File: src/rtl/usart_pkg.sv
package usart_pkg;
    // ==========================================================
    // register byte offsets on the bus
    localparam logic [7:0] OFS_RX_CTRL = 8'h00;
    localparam logic [7:0] OFS_RX_DATA = 8'h04;
    localparam logic [7:0] OFS_TX_CTRL = 8'h08;
    localparam logic [7:0] OFS_TX_DATA = 8'h0C;
    localparam logic [7:0] OFS_BAUD = 8'h10;
    localparam logic [7:0] OFS_FLAGS = 8'h14;
    localparam logic [7:0] OFS_ENABLE = 8'h18;
    localparam logic [7:0] OFS_PRIORITY = 8'h1C;
    localparam logic [7:0] OFS_IRQ_CTRL = 8'h20;
    // ==========================================================
    // receive status/control fields
    localparam int RX_PORT_EN = 7;
    localparam int RX_NINTH_EN = 6;
    localparam int RX_SINGLE = 5;
    localparam int RX_CONT = 4;
    localparam int RX_ADDR_DET = 3;
    localparam int RX_FRAME_ERR = 2;
    localparam int RX_OVERRUN = 1;
    localparam int RX_NINTH_VAL = 0;
    // ==========================================================
    // transmit status/control fields
    localparam int TX_CLK_SRC = 7;
    localparam int TX_NINTH_EN = 6;
    localparam int TX_EN = 5;
    localparam int TX_SYNC = 4;
    localparam int TX_HIGH_SPEED = 2;
    localparam int TX_SHIFT_EMPTY = 1;
    localparam int TX_NINTH_VAL = 0;
    // ==========================================================
    // peripheral flag, enable and priority fields
    localparam int IRQ_RX_BIT = 5;
    localparam int IRQ_TX_BIT = 4;
    localparam int IRQ_GLOBAL = 7;
    localparam int IRQ_PERIPH = 6;
    // ==========================================================
    // reset values
    localparam logic [7:0] RST_PRIORITY = 8'h7F;
    localparam logic [7:0] RST_TX_CTRL = 8'h02;
    // ==========================================================
    // timing
    localparam logic [6:0] OVERSAMPLE_HIGH = 7'h10;
    localparam logic [6:0] OVERSAMPLE_LOW = 7'h40;
    localparam logic [3:0] BITS_SHORT = 4'h8;
    localparam logic [3:0] BITS_LONG = 4'h9;
    localparam logic [1:0] FLAG_CLEAR_DELAY = 2'h2;
    // ==========================================================
    // bus encodings
    localparam logic [1:0] HTRANS_NONSEQ = 2'h2;
    typedef enum logic [1:0] {RX_IDLE, RX_START, RX_DATA, RX_STOP} rx_state_e;
endpackage

File: src/rtl/usart_addr_detect_sync_master_tx.sv
// Chosen here: the AHB-Lite register port and the register addresses.
`timescale 1ns/1ns
// Behaviour
// - receive interrupt priority chosen by the receive priority bit
// - receive ninth-bit enable makes receiver take 9-bit words
// - address detect enable, with ninth-bit enable set, filters which words reach the receive buffer
// - reception starts only while continuous receive enable is set
// - receive done flag set per word; interrupt needs its enable and global enable
// - receive control reports framing, overrun and holds received ninth bit
// - clearing continuous receive enable clears pending receive errors
// - without address detect every word is buffered and flagged unless the done flag is still set (then overrun)
// - in clocked master mode transmit and receive exclude each other
// - clocked-mode select, transmit control bit 4, picks synchronous operation
// - port enable, receive control bit 7, turns pins into clock and data
// - clock source select, transmit control bit 7, makes device drive clock
// - shift register reloads only after last bit and only if buffer full
// - buffer-to-shift transfer takes one cycle and sets buffer empty flag bit 4
// - buffer empty flag ignores enable, not software clearable, cleared by write
// - read-only shift-empty bit 1 set while shift register empty, no interrupt
// - shift register is not reachable by software
// - ninth transmit bit taken from transmit ninth-bit value when enabled
// - with transmit enable a buffer write starts a clocked master transmission
// - buffer empty flag clears from the second cycle after the write
// - sampling clock is 16 or 64 times the bit rate per high-speed select
// - words shift least significant bit first both ways
module usart_addr_detect_sync_master_tx (
    input wire logic clk,
    input wire logic rst,
    input wire logic hsel,
    input wire logic [31:0] haddr,
    input wire logic [1:0] htrans,
    input wire logic hwrite,
    input wire logic [2:0] hsize,
    input wire logic [31:0] hwdata,
    input wire logic hready,
    output logic hreadyout,
    output logic hresp,
    output logic [31:0] hrdata,
    input wire logic serial_data_line_in,
    output logic serial_data_line_out,
    output logic serial_data_line_oe_n,
    output logic shift_clock_line_out,
    output logic shift_clock_line_oe_n,
    output logic irq_high,
    output logic irq_low
);
    import usart_pkg::*;

    // ==========================================================
    // state
    typedef struct packed {
        logic [7:0] wr_addr;
        logic wr_pend;
        logic [31:0] rdata;
        logic port_enable;
        logic receive_ninth_bit_enable;
        logic single_receive_enable;
        logic continuous_receive_enable;
        logic address_detect_enable;
        logic framing_error_flag;
        logic overrun_error_flag;
        logic receive_ninth_bit_value;
        logic clock_source_select;
        logic transmit_ninth_bit_enable;
        logic transmit_enable;
        logic sync_mode;
        logic high_speed_baud_select;
        logic transmit_ninth_bit_value;
        logic [7:0] baud_divisor;
        logic [7:0] irq_enable;
        logic [7:0] irq_priority;
        logic global_irq_enable;
        logic peripheral_irq_enable;
        logic [7:0] baud_count;
        logic baud_tick;
        logic line_meta;
        logic line_sync;
        rx_state_e rx_state;
        logic [6:0] os_count;
        logic [3:0] rx_bits;
        logic [8:0] rx_shift;
        logic [7:0] receive_data_buffer;
        logic receive_done_flag;
        logic [7:0] transmit_data_buffer;
        logic tx_buf_full;
        logic transmit_buffer_empty_flag;
        logic [1:0] flag_clear_wait;
        logic [8:0] transmit_shift_register;
        logic [3:0] tx_bits;
        logic tx_busy;
        logic sck;
        logic data_out;
        logic clk_oe_n;
        logic data_oe_n;
        logic irq_high;
        logic irq_low;
    } state_s;

    state_s st;
    state_s next_st;

    // ==========================================================
    // register read view
    function automatic logic [7:0] read_reg(input state_s s, input logic [7:0] a);
        logic [7:0] v;
        v = 8'h00;
        if (a == OFS_RX_CTRL) begin
            v[RX_PORT_EN] = s.port_enable;
            v[RX_NINTH_EN] = s.receive_ninth_bit_enable;
            v[RX_SINGLE] = s.single_receive_enable;
            v[RX_CONT] = s.continuous_receive_enable;
            v[RX_ADDR_DET] = s.address_detect_enable;
            v[RX_FRAME_ERR] = s.framing_error_flag;
            v[RX_OVERRUN] = s.overrun_error_flag;
            v[RX_NINTH_VAL] = s.receive_ninth_bit_value;
        end else if (a == OFS_RX_DATA) begin
            v = s.receive_data_buffer;
        end else if (a == OFS_TX_CTRL) begin
            v[TX_CLK_SRC] = s.clock_source_select;
            v[TX_NINTH_EN] = s.transmit_ninth_bit_enable;
            v[TX_EN] = s.transmit_enable;
            v[TX_SYNC] = s.sync_mode;
            v[TX_HIGH_SPEED] = s.high_speed_baud_select;
            v[TX_SHIFT_EMPTY] = ~s.tx_busy;
            v[TX_NINTH_VAL] = s.transmit_ninth_bit_value;
        end else if (a == OFS_TX_DATA) begin
            v = s.transmit_data_buffer;
        end else if (a == OFS_BAUD) begin
            v = s.baud_divisor;
        end else if (a == OFS_FLAGS) begin
            v[IRQ_RX_BIT] = s.receive_done_flag;
            v[IRQ_TX_BIT] = s.transmit_buffer_empty_flag;
        end else if (a == OFS_ENABLE) begin
            v = s.irq_enable;
        end else if (a == OFS_PRIORITY) begin
            v = s.irq_priority;
        end else if (a == OFS_IRQ_CTRL) begin
            v[IRQ_GLOBAL] = s.global_irq_enable;
            v[IRQ_PERIPH] = s.peripheral_irq_enable;
        end
        return v;
    endfunction

    logic addr_phase;
    logic rx_allowed;
    logic tx_allowed;
    logic [6:0] os_per_bit;
    logic [3:0] rx_len;
    logic [7:0] wd;
    logic rx_req;
    logic tx_req;

    always_comb begin
        next_st = st;
        wd = hwdata[7:0];
        addr_phase = hsel && hready && (htrans == HTRANS_NONSEQ);
        os_per_bit = st.high_speed_baud_select ? OVERSAMPLE_HIGH : OVERSAMPLE_LOW;
        rx_len = st.receive_ninth_bit_enable ? BITS_LONG : BITS_SHORT;
        // receiver only in asynchronous mode, not while an overrun is pending
        rx_allowed = st.port_enable && !st.sync_mode && st.continuous_receive_enable
            && !st.overrun_error_flag;
        // master transmit stays off while any receive enable is set
        tx_allowed = st.port_enable && st.sync_mode && st.clock_source_select
            && st.transmit_enable && !st.single_receive_enable
            && !st.continuous_receive_enable;
        // ======================================================
        // baud generator
        next_st.baud_tick = 1'b0;
        if (st.baud_count == 8'h00) begin
            next_st.baud_count = st.baud_divisor;
            next_st.baud_tick = 1'b1;
        end else begin
            next_st.baud_count = st.baud_count - 8'h01;
        end
        // ======================================================
        // line synchroniser
        next_st.line_meta = serial_data_line_in;
        next_st.line_sync = st.line_meta;
        // ======================================================
        // asynchronous receiver
        if (!rx_allowed) begin
            next_st.rx_state = RX_IDLE;
        end else if (st.baud_tick) begin
            next_st.os_count = st.os_count - 7'h01;
            case (st.rx_state)
                RX_IDLE: begin
                    if (!st.line_sync) begin
                        next_st.rx_state = RX_START;
                        next_st.os_count = {1'b0, os_per_bit[6:1]} - 7'h01;
                    end
                end
                RX_START: begin
                    if (st.os_count == 7'h00) begin
                        if (st.line_sync) begin
                            next_st.rx_state = RX_IDLE;
                        end else begin
                            next_st.rx_state = RX_DATA;
                            next_st.os_count = os_per_bit - 7'h01;
                            next_st.rx_bits = rx_len;
                            next_st.rx_shift = 9'h000;
                        end
                    end
                end
                RX_DATA: begin
                    if (st.os_count == 7'h00) begin
                        next_st.os_count = os_per_bit - 7'h01;
                        next_st.rx_shift = {st.line_sync, st.rx_shift[8:1]};
                        next_st.rx_bits = st.rx_bits - 4'h1;
                        if (st.rx_bits == 4'h1) begin
                            next_st.rx_state = RX_STOP;
                        end
                    end
                end
                RX_STOP: begin
                    if (st.os_count == 7'h00) begin
                        next_st.rx_state = RX_IDLE;
                        if (st.receive_ninth_bit_enable && st.address_detect_enable
                            && !st.rx_shift[8]) begin
                            next_st.rx_state = RX_IDLE;
                        end else if (st.receive_done_flag) begin
                            next_st.overrun_error_flag = 1'b1;
                        end else begin
                            // short words land right-aligned
                            if (st.receive_ninth_bit_enable) begin
                                next_st.receive_data_buffer = st.rx_shift[7:0];
                                next_st.receive_ninth_bit_value = st.rx_shift[8];
                            end else begin
                                next_st.receive_data_buffer = st.rx_shift[8:1];
                                next_st.receive_ninth_bit_value = 1'b0;
                            end
                            next_st.framing_error_flag = !st.line_sync;
                            next_st.receive_done_flag = 1'b1;
                        end
                    end
                end
                default: next_st.rx_state = RX_IDLE;
            endcase
        end
        // ======================================================
        // synchronous master transmitter
        if (st.flag_clear_wait != 2'h0) begin
            next_st.flag_clear_wait = st.flag_clear_wait - 2'h1;
            if (st.flag_clear_wait == 2'h1 && st.tx_buf_full) begin
                next_st.transmit_buffer_empty_flag = 1'b0;
            end
        end
        if (!tx_allowed) begin
            next_st.tx_busy = 1'b0;
            next_st.sck = 1'b0;
        end else if (st.tx_busy) begin
            if (st.baud_tick) begin
                next_st.sck = ~st.sck;
                if (st.sck) begin
                    next_st.transmit_shift_register = {1'b0, st.transmit_shift_register[8:1]};
                    next_st.data_out = st.transmit_shift_register[1];
                    next_st.tx_bits = st.tx_bits - 4'h1;
                    if (st.tx_bits == 4'h1) begin
                        next_st.tx_busy = 1'b0;
                    end
                end
            end
        end else if (st.tx_buf_full) begin
            next_st.transmit_shift_register = {st.transmit_ninth_bit_value,
                st.transmit_data_buffer};
            next_st.data_out = st.transmit_data_buffer[0];
            next_st.tx_bits = st.transmit_ninth_bit_enable ? BITS_LONG : BITS_SHORT;
            next_st.tx_busy = 1'b1;
            next_st.tx_buf_full = 1'b0;
            next_st.transmit_buffer_empty_flag = 1'b1;
            next_st.flag_clear_wait = 2'h0;
        end
        // ======================================================
        // bus slave, address phase reads
        next_st.wr_pend = addr_phase && hwrite;
        next_st.wr_addr = haddr[7:0];
        if (addr_phase && !hwrite) begin
            if (haddr[31:8] == 24'h000000) begin
                next_st.rdata = {24'h000000, read_reg(st, haddr[7:0])};
            end else begin
                next_st.rdata = 32'h00000000;
            end
            if (haddr[31:8] == 24'h000000 && haddr[7:0] == OFS_RX_DATA) begin
                // a word landing in this same cycle keeps its flag
                next_st.receive_done_flag = next_st.receive_done_flag
                    && !st.receive_done_flag;
            end
        end
        // ======================================================
        // bus slave, data phase writes
        if (st.wr_pend) begin
            if (st.wr_addr == OFS_RX_CTRL) begin
                next_st.port_enable = wd[RX_PORT_EN];
                next_st.receive_ninth_bit_enable = wd[RX_NINTH_EN];
                next_st.single_receive_enable = wd[RX_SINGLE];
                next_st.continuous_receive_enable = wd[RX_CONT];
                next_st.address_detect_enable = wd[RX_ADDR_DET];
                if (!wd[RX_CONT]) begin
                    next_st.overrun_error_flag = next_st.overrun_error_flag
                        && !st.overrun_error_flag;
                    next_st.framing_error_flag = 1'b0;
                end
            end else if (st.wr_addr == OFS_TX_CTRL) begin
                next_st.clock_source_select = wd[TX_CLK_SRC];
                next_st.transmit_ninth_bit_enable = wd[TX_NINTH_EN];
                next_st.transmit_enable = wd[TX_EN];
                next_st.sync_mode = wd[TX_SYNC];
                next_st.high_speed_baud_select = wd[TX_HIGH_SPEED];
                next_st.transmit_ninth_bit_value = wd[TX_NINTH_VAL];
                if (wd[TX_EN] && !st.transmit_enable && !st.tx_buf_full) begin
                    next_st.transmit_buffer_empty_flag = 1'b1;
                end
            end else if (st.wr_addr == OFS_TX_DATA) begin
                next_st.transmit_data_buffer = wd;
                next_st.tx_buf_full = 1'b1;
                next_st.flag_clear_wait = FLAG_CLEAR_DELAY;
            end else if (st.wr_addr == OFS_BAUD) begin
                next_st.baud_divisor = wd;
            end else if (st.wr_addr == OFS_ENABLE) begin
                next_st.irq_enable = wd;
            end else if (st.wr_addr == OFS_PRIORITY) begin
                next_st.irq_priority = wd;
            end else if (st.wr_addr == OFS_IRQ_CTRL) begin
                next_st.global_irq_enable = wd[IRQ_GLOBAL];
                next_st.peripheral_irq_enable = wd[IRQ_PERIPH];
            end
        end
        // ======================================================
        // pins and interrupt requests
        next_st.clk_oe_n = !(st.port_enable && st.sync_mode
            && st.clock_source_select);
        next_st.data_oe_n = !tx_allowed;
        rx_req = st.receive_done_flag && st.irq_enable[IRQ_RX_BIT];
        tx_req = st.transmit_buffer_empty_flag && st.irq_enable[IRQ_TX_BIT];
        next_st.irq_high = st.global_irq_enable
            && ((rx_req && st.irq_priority[IRQ_RX_BIT])
            || (tx_req && st.irq_priority[IRQ_TX_BIT]));
        next_st.irq_low = st.global_irq_enable && st.peripheral_irq_enable
            && ((rx_req && !st.irq_priority[IRQ_RX_BIT])
            || (tx_req && !st.irq_priority[IRQ_TX_BIT]));
    end

    // ==========================================================
    // state register
    always_ff @(posedge clk or posedge rst) begin
        if (rst) begin
            st <= '0;
            st.irq_priority <= RST_PRIORITY;
            st.line_meta <= 1'b1;
            st.line_sync <= 1'b1;
            st.clk_oe_n <= 1'b1;
            st.data_oe_n <= 1'b1;
            st.data_out <= 1'b1;
        end else begin
            st <= next_st;
        end
    end

    // ==========================================================
    // outputs
    assign hreadyout = 1'b1;
    assign hresp = 1'b0;
    assign hrdata = st.rdata;
    assign serial_data_line_out = st.data_out;
    assign serial_data_line_oe_n = st.data_oe_n;
    assign shift_clock_line_out = st.sck;
    assign shift_clock_line_oe_n = st.clk_oe_n;
    assign irq_high = st.irq_high;
    assign irq_low = st.irq_low;
endmodule

File: config.mk
export PLATFORM = sky130hd
export DESIGN_NAME = usart_addr_detect_sync_master_tx
export DESIGN_NICKNAME = d
export VERILOG_FILES = /design/src/rtl/usart_pkg.sv /design/src/rtl/usart_addr_detect_sync_master_tx.sv
export SDC_FILE = /design/constraint.sdc
export NUM_CORES = 1
export LEC_CHECK = 0
export BUFFER_PORTS_ARGS = -buffer_cell sky130_fd_sc_hd__buf_2
export CORE_ASPECT_RATIO = 2
export CORE_UTILIZATION = 56
export DETAILED_ROUTE_END_ITERATION = 16
export PLACE_DENSITY = 0.84
export SYNTH_ARGS = -nofsm -noshare
export SYNTH_HDL_FRONTEND = slang
export SYNTH_SLANG_ARGS = --single-unit
File: constraint.sdc
create_clock -name clk -period 5.1 [get_ports clk]
set_clock_uncertainty 0.15 [all_clocks]
set_input_delay 0.765 -clock clk [delete_from_list [all_inputs] [get_ports clk]]
set_output_delay 0.765 -clock clk [all_outputs]
set_load 0.01 [all_outputs]
==> summary.md <==
## Yosys
- part of the Yosys area used for sequential elements: 50.7%
- synthesized instance count: 626
- count of flip-flops with a built-in enable after synthesis: 0
- post-synth top area share: 45.8%
- Area contributors post-synth: dfrtp_1 46%, mux2_2 8.7%, dfstp_2 4.9%, o21ai_0 4.2%, buf_4 4.0%
- #FFs+latches synth: 130
- cell area after technology mapping: 6450 sq um
- Syn Area/Cell: 10.3 sq um
- library cells used by synthesis: 56
- Synth Flop Type: dfrtp_1
- synth warn: 0
- cell type contributing the most total cell area after synthesis: dfrtp_1
- async set or reset register ratio after synthesis: 100%

## Worst setup path
- startpoint of the worst register-to-register path: st[54]$_DFFE_PP0P_
- capturing instance or port of the critical path: st[108]$_DFF_PP0_
- startpoint of the most critical setup path: st[54]$_DFFE_PP0P_
- required time worst endpoint: 5230 ps
- worst reg2reg path depth: 7
- Critical Path Sink Type: register
- Critical Path Start Type: register
- r2r endpoint: st[108]$_DFF_PP0_
- CP Max Fanout: 20
- endpoint arrival time on the critical path: 2950 ps
- Setup Crit Path Kind: reg2reg
- flop-to-flop setup slack: 2280 ps

## Clocking
- H-tree level count: 4
- number of buffers added by the clock tree synthesis step: 17
- CTS tree: done
- setup bufs post-CTS: 0
- clock transition at the registers of the reported paths: 60 ps
- clock tree root driver cell: clkbuf_16
- sinks on the clock net: 130
- Hold-fix buffers, CTS: 0
- post-cts repair resize count: 0
- number of buffers on the longest clock path: 2
- Skew-Pair Late Insertion Delay: 410 ps

## Floorplanning
- std cell rows: 55
- initial cell density of the core: 57.1%
- core area: 11300 sq um
- Die ar.: 12000 sq um
- number of ports placed on the die boundary: 115
- floorplan die height: 154 um
- width of the die: 77.9 um

## Timing
- f_max: 354 MHz
- post-layout worst setup margin: 2280 ps
- Final Max Slew Viols: 0
- post-route worst hold slack: 205 ps
- setup TNS: 0 ps
- part of the cycle the worst path needs: 55.3%
- RSZ-0062 raised after global routing: false
- final setup vio count: 0
- headroom to the max-slew limit: 18.5%
- Hold Vio Cnt, Final: 0
- transition time of the tightest slew-check pin: 1210 ps
- min cycle time layout: 2820 ps

## Placement
- Placed Instance Area: 6680 sq um
- pre-CTS setup slack: 2300 ps
- last weighted congestion value of the routability-driven placer: 0.912
- count of placed standard cells including taps: 795
- Port Buffers: 61
- sum of net half-perimeters after detailed placement: 11.3 mm

## Power
- VDD IR-drop max: 0.283 mV
- power density normalized to cell area: 352 nW/um^2
- Leak Pwr: 3.28 nW

## Route
- vias post-DR: 5159
- total iterations of the first detailed-routing run: 5
- violation count after the first detailed-route iteration: 538
- post-detailed-routing wire length: 16.5 mm
- detailed-route wire length per cell: 20.0 um
- detailed-route DRC error count: 0
- mean number of vias per cell: 6.25
- count of antenna-violating nets left after detailed routing: 0

## Cells and area
- final standard cell count with taps included and fillers excluded: 826
- area growth from synthesis to layout: 12.7%
- net total in the final layout: 754
- sequential standard cell area: 3270 sq um
- fill count: 897
- area of combinational cells with multiple inputs: 2850 sq um
- fraction of final layout cells with drive strength greater than 1: 24.3%
- Ant. Diodes: 0
- post-route design area: 7270 sq um

## Global routing
- pin count of the biggest net entering global routing: 61
- antenna violations before repair: 0
- first-pass GRT wire length: 26.7 mm
- total global routing overflow: 0
- total global-route track usage: 29.4%
- via count of the first global-routing pass: 5316

## Outcome
- run status: finished, final reports clean

## Hold path
- hold path start: next_st[63]$_DFF_PP1_
- path class of the lowest-slack min-delay path: reg2reg

## Flow run
- max-cap viol count: 0

==> synth_stat cells, types with 13 or more instances <==
cell      number
nor3_1        14
inv_1         16
a21oi_1       19
o21ai_0       54
clkbuf_1      26
a22o_1        14
mux2i_1       13
dfrtp_1      118
buf_4         34
nand3_1       21
nor2_1        41
nand2_1       61
mux2_2        50
==> stage by stage <==
| step | util (%) | total power, mW |
|---|---|---|
| 6_report | 64.4 | 2.55 |
| 3_5_place_dp | 59.2 | 1.35 |
| 4_1_cts | 64.4 | 2.56 |
| 3_3_place_gp | 59.2 | 1.33 |
| 5_1_grt | 64.4 | 2.63 |
| 2_1_floorplan | - | 1.29 |
==> metal layers <==
layer	routed length [um]	track usage, %
met1	5890	30.8
met2	8700	51.5
met3	836	5.34
met4	1120	21.5
met5	0	0
==> how the worst min path moves through the flow <==
stage | end | slack (ps) | cells past startpoint
floorplan | st[63]$_DFF_PP1_ | 200 | 0
global placement | st[63]$_DFF_PP1_ | 200 | 0
detailed placement | st[63]$_DFF_PP1_ | 200 | 0
CTS | st[63]$_DFF_PP1_ | 210 | 0
global route | st[63]$_DFF_PP1_ | 210 | 0
finish | st[63]$_DFF_PP1_ | 200 | 0
==> placed cells by master (no fill, tap or decap), types with 3 or more instances in the layout <==
cell type,Yosys,layout
nand3_1,21,21
a32oi_1,3,3
nor4_1,11,11
o22ai_1,9,9
buf_4,34,3
ha_1,7,7
xnor2_1,4,4
mux2i_1,13,13
a31oi_1,8,8
buf_2,0,61
clkinv_2,0,5
o31ai_1,7,7
dfrtp_1,118,118
and3_1,6,6
o21ai_0,54,53
dfstp_2,12,12
clkinvlp_4,0,3
nor3_1,14,14
bufinv_16,0,3
conb_1,2,26
mux2_2,50,50
or3_1,3,3
inv_1,16,15
nor2_1,41,41
xor2_1,3,3
nand2b_1,9,9
a22oi_1,11,11
nor2b_1,10,10
nand2_1,61,61
a22o_1,14,14
a21oi_1,19,19
clkbuf_16,0,17
==> critical path, cell delays in order, from the launching register on <==
cell	delay, ps
dfrtp_1	400
inv_1	70
ha_1	180
nor3b_2	430
nand2_1	280
or4_1	850
mux2i_1	250
a21oi_1	60
==> cells by family (layout without fill, tap and decap cells) <==
| family | after synthesis | in the layout | share of synthesized area, % |
|---|---|---|---|
| fa+ha+maj | 7 | 7 | 1.36 |
| buf+inv | 77 | 111 | 6.58 |
| xor+xnor | 7 | 7 | 0.951 |
| mux | 64 | 64 | 11.1 |
| compound gates | 142 | 142 | 14.0 |
| other cells | 2 | 26 | 0.116 |
| simple gates | 197 | 197 | 15.2 |
| flops | 130 | 130 | 50.7 |
==> power breakdown <==
group	internal, mW	total [mW]	switching (mW)
Clock	0.773	1.21	0.440
Combinational	0.0862	0.217	0.131
Sequential	1.08	1.12	0.0414
==> registers in the layout (all words and copies together) (netlist names) <==
signal and cells:
st 115, hrdata 8, irq_high 1, irq_low 1, next_st 1, serial_data_line_oe_n 1, serial_data_line_out 1, shift_clock_line_oe_n 1
shift_clock_line_out 1
==> layout make-up <==
cell class / instances / share of cell area [%]
flip-flops and latches: 130 / 45.0
multi-input cells: 443 / 39.2
clock buffers: 20 / 6.15
repair buffers: 64 / 4.51
well taps: 142 / 2.45
clock inverters: 11 / 1.89
inverters: 16 / 0.861
(Power assumes the default switching activity.)
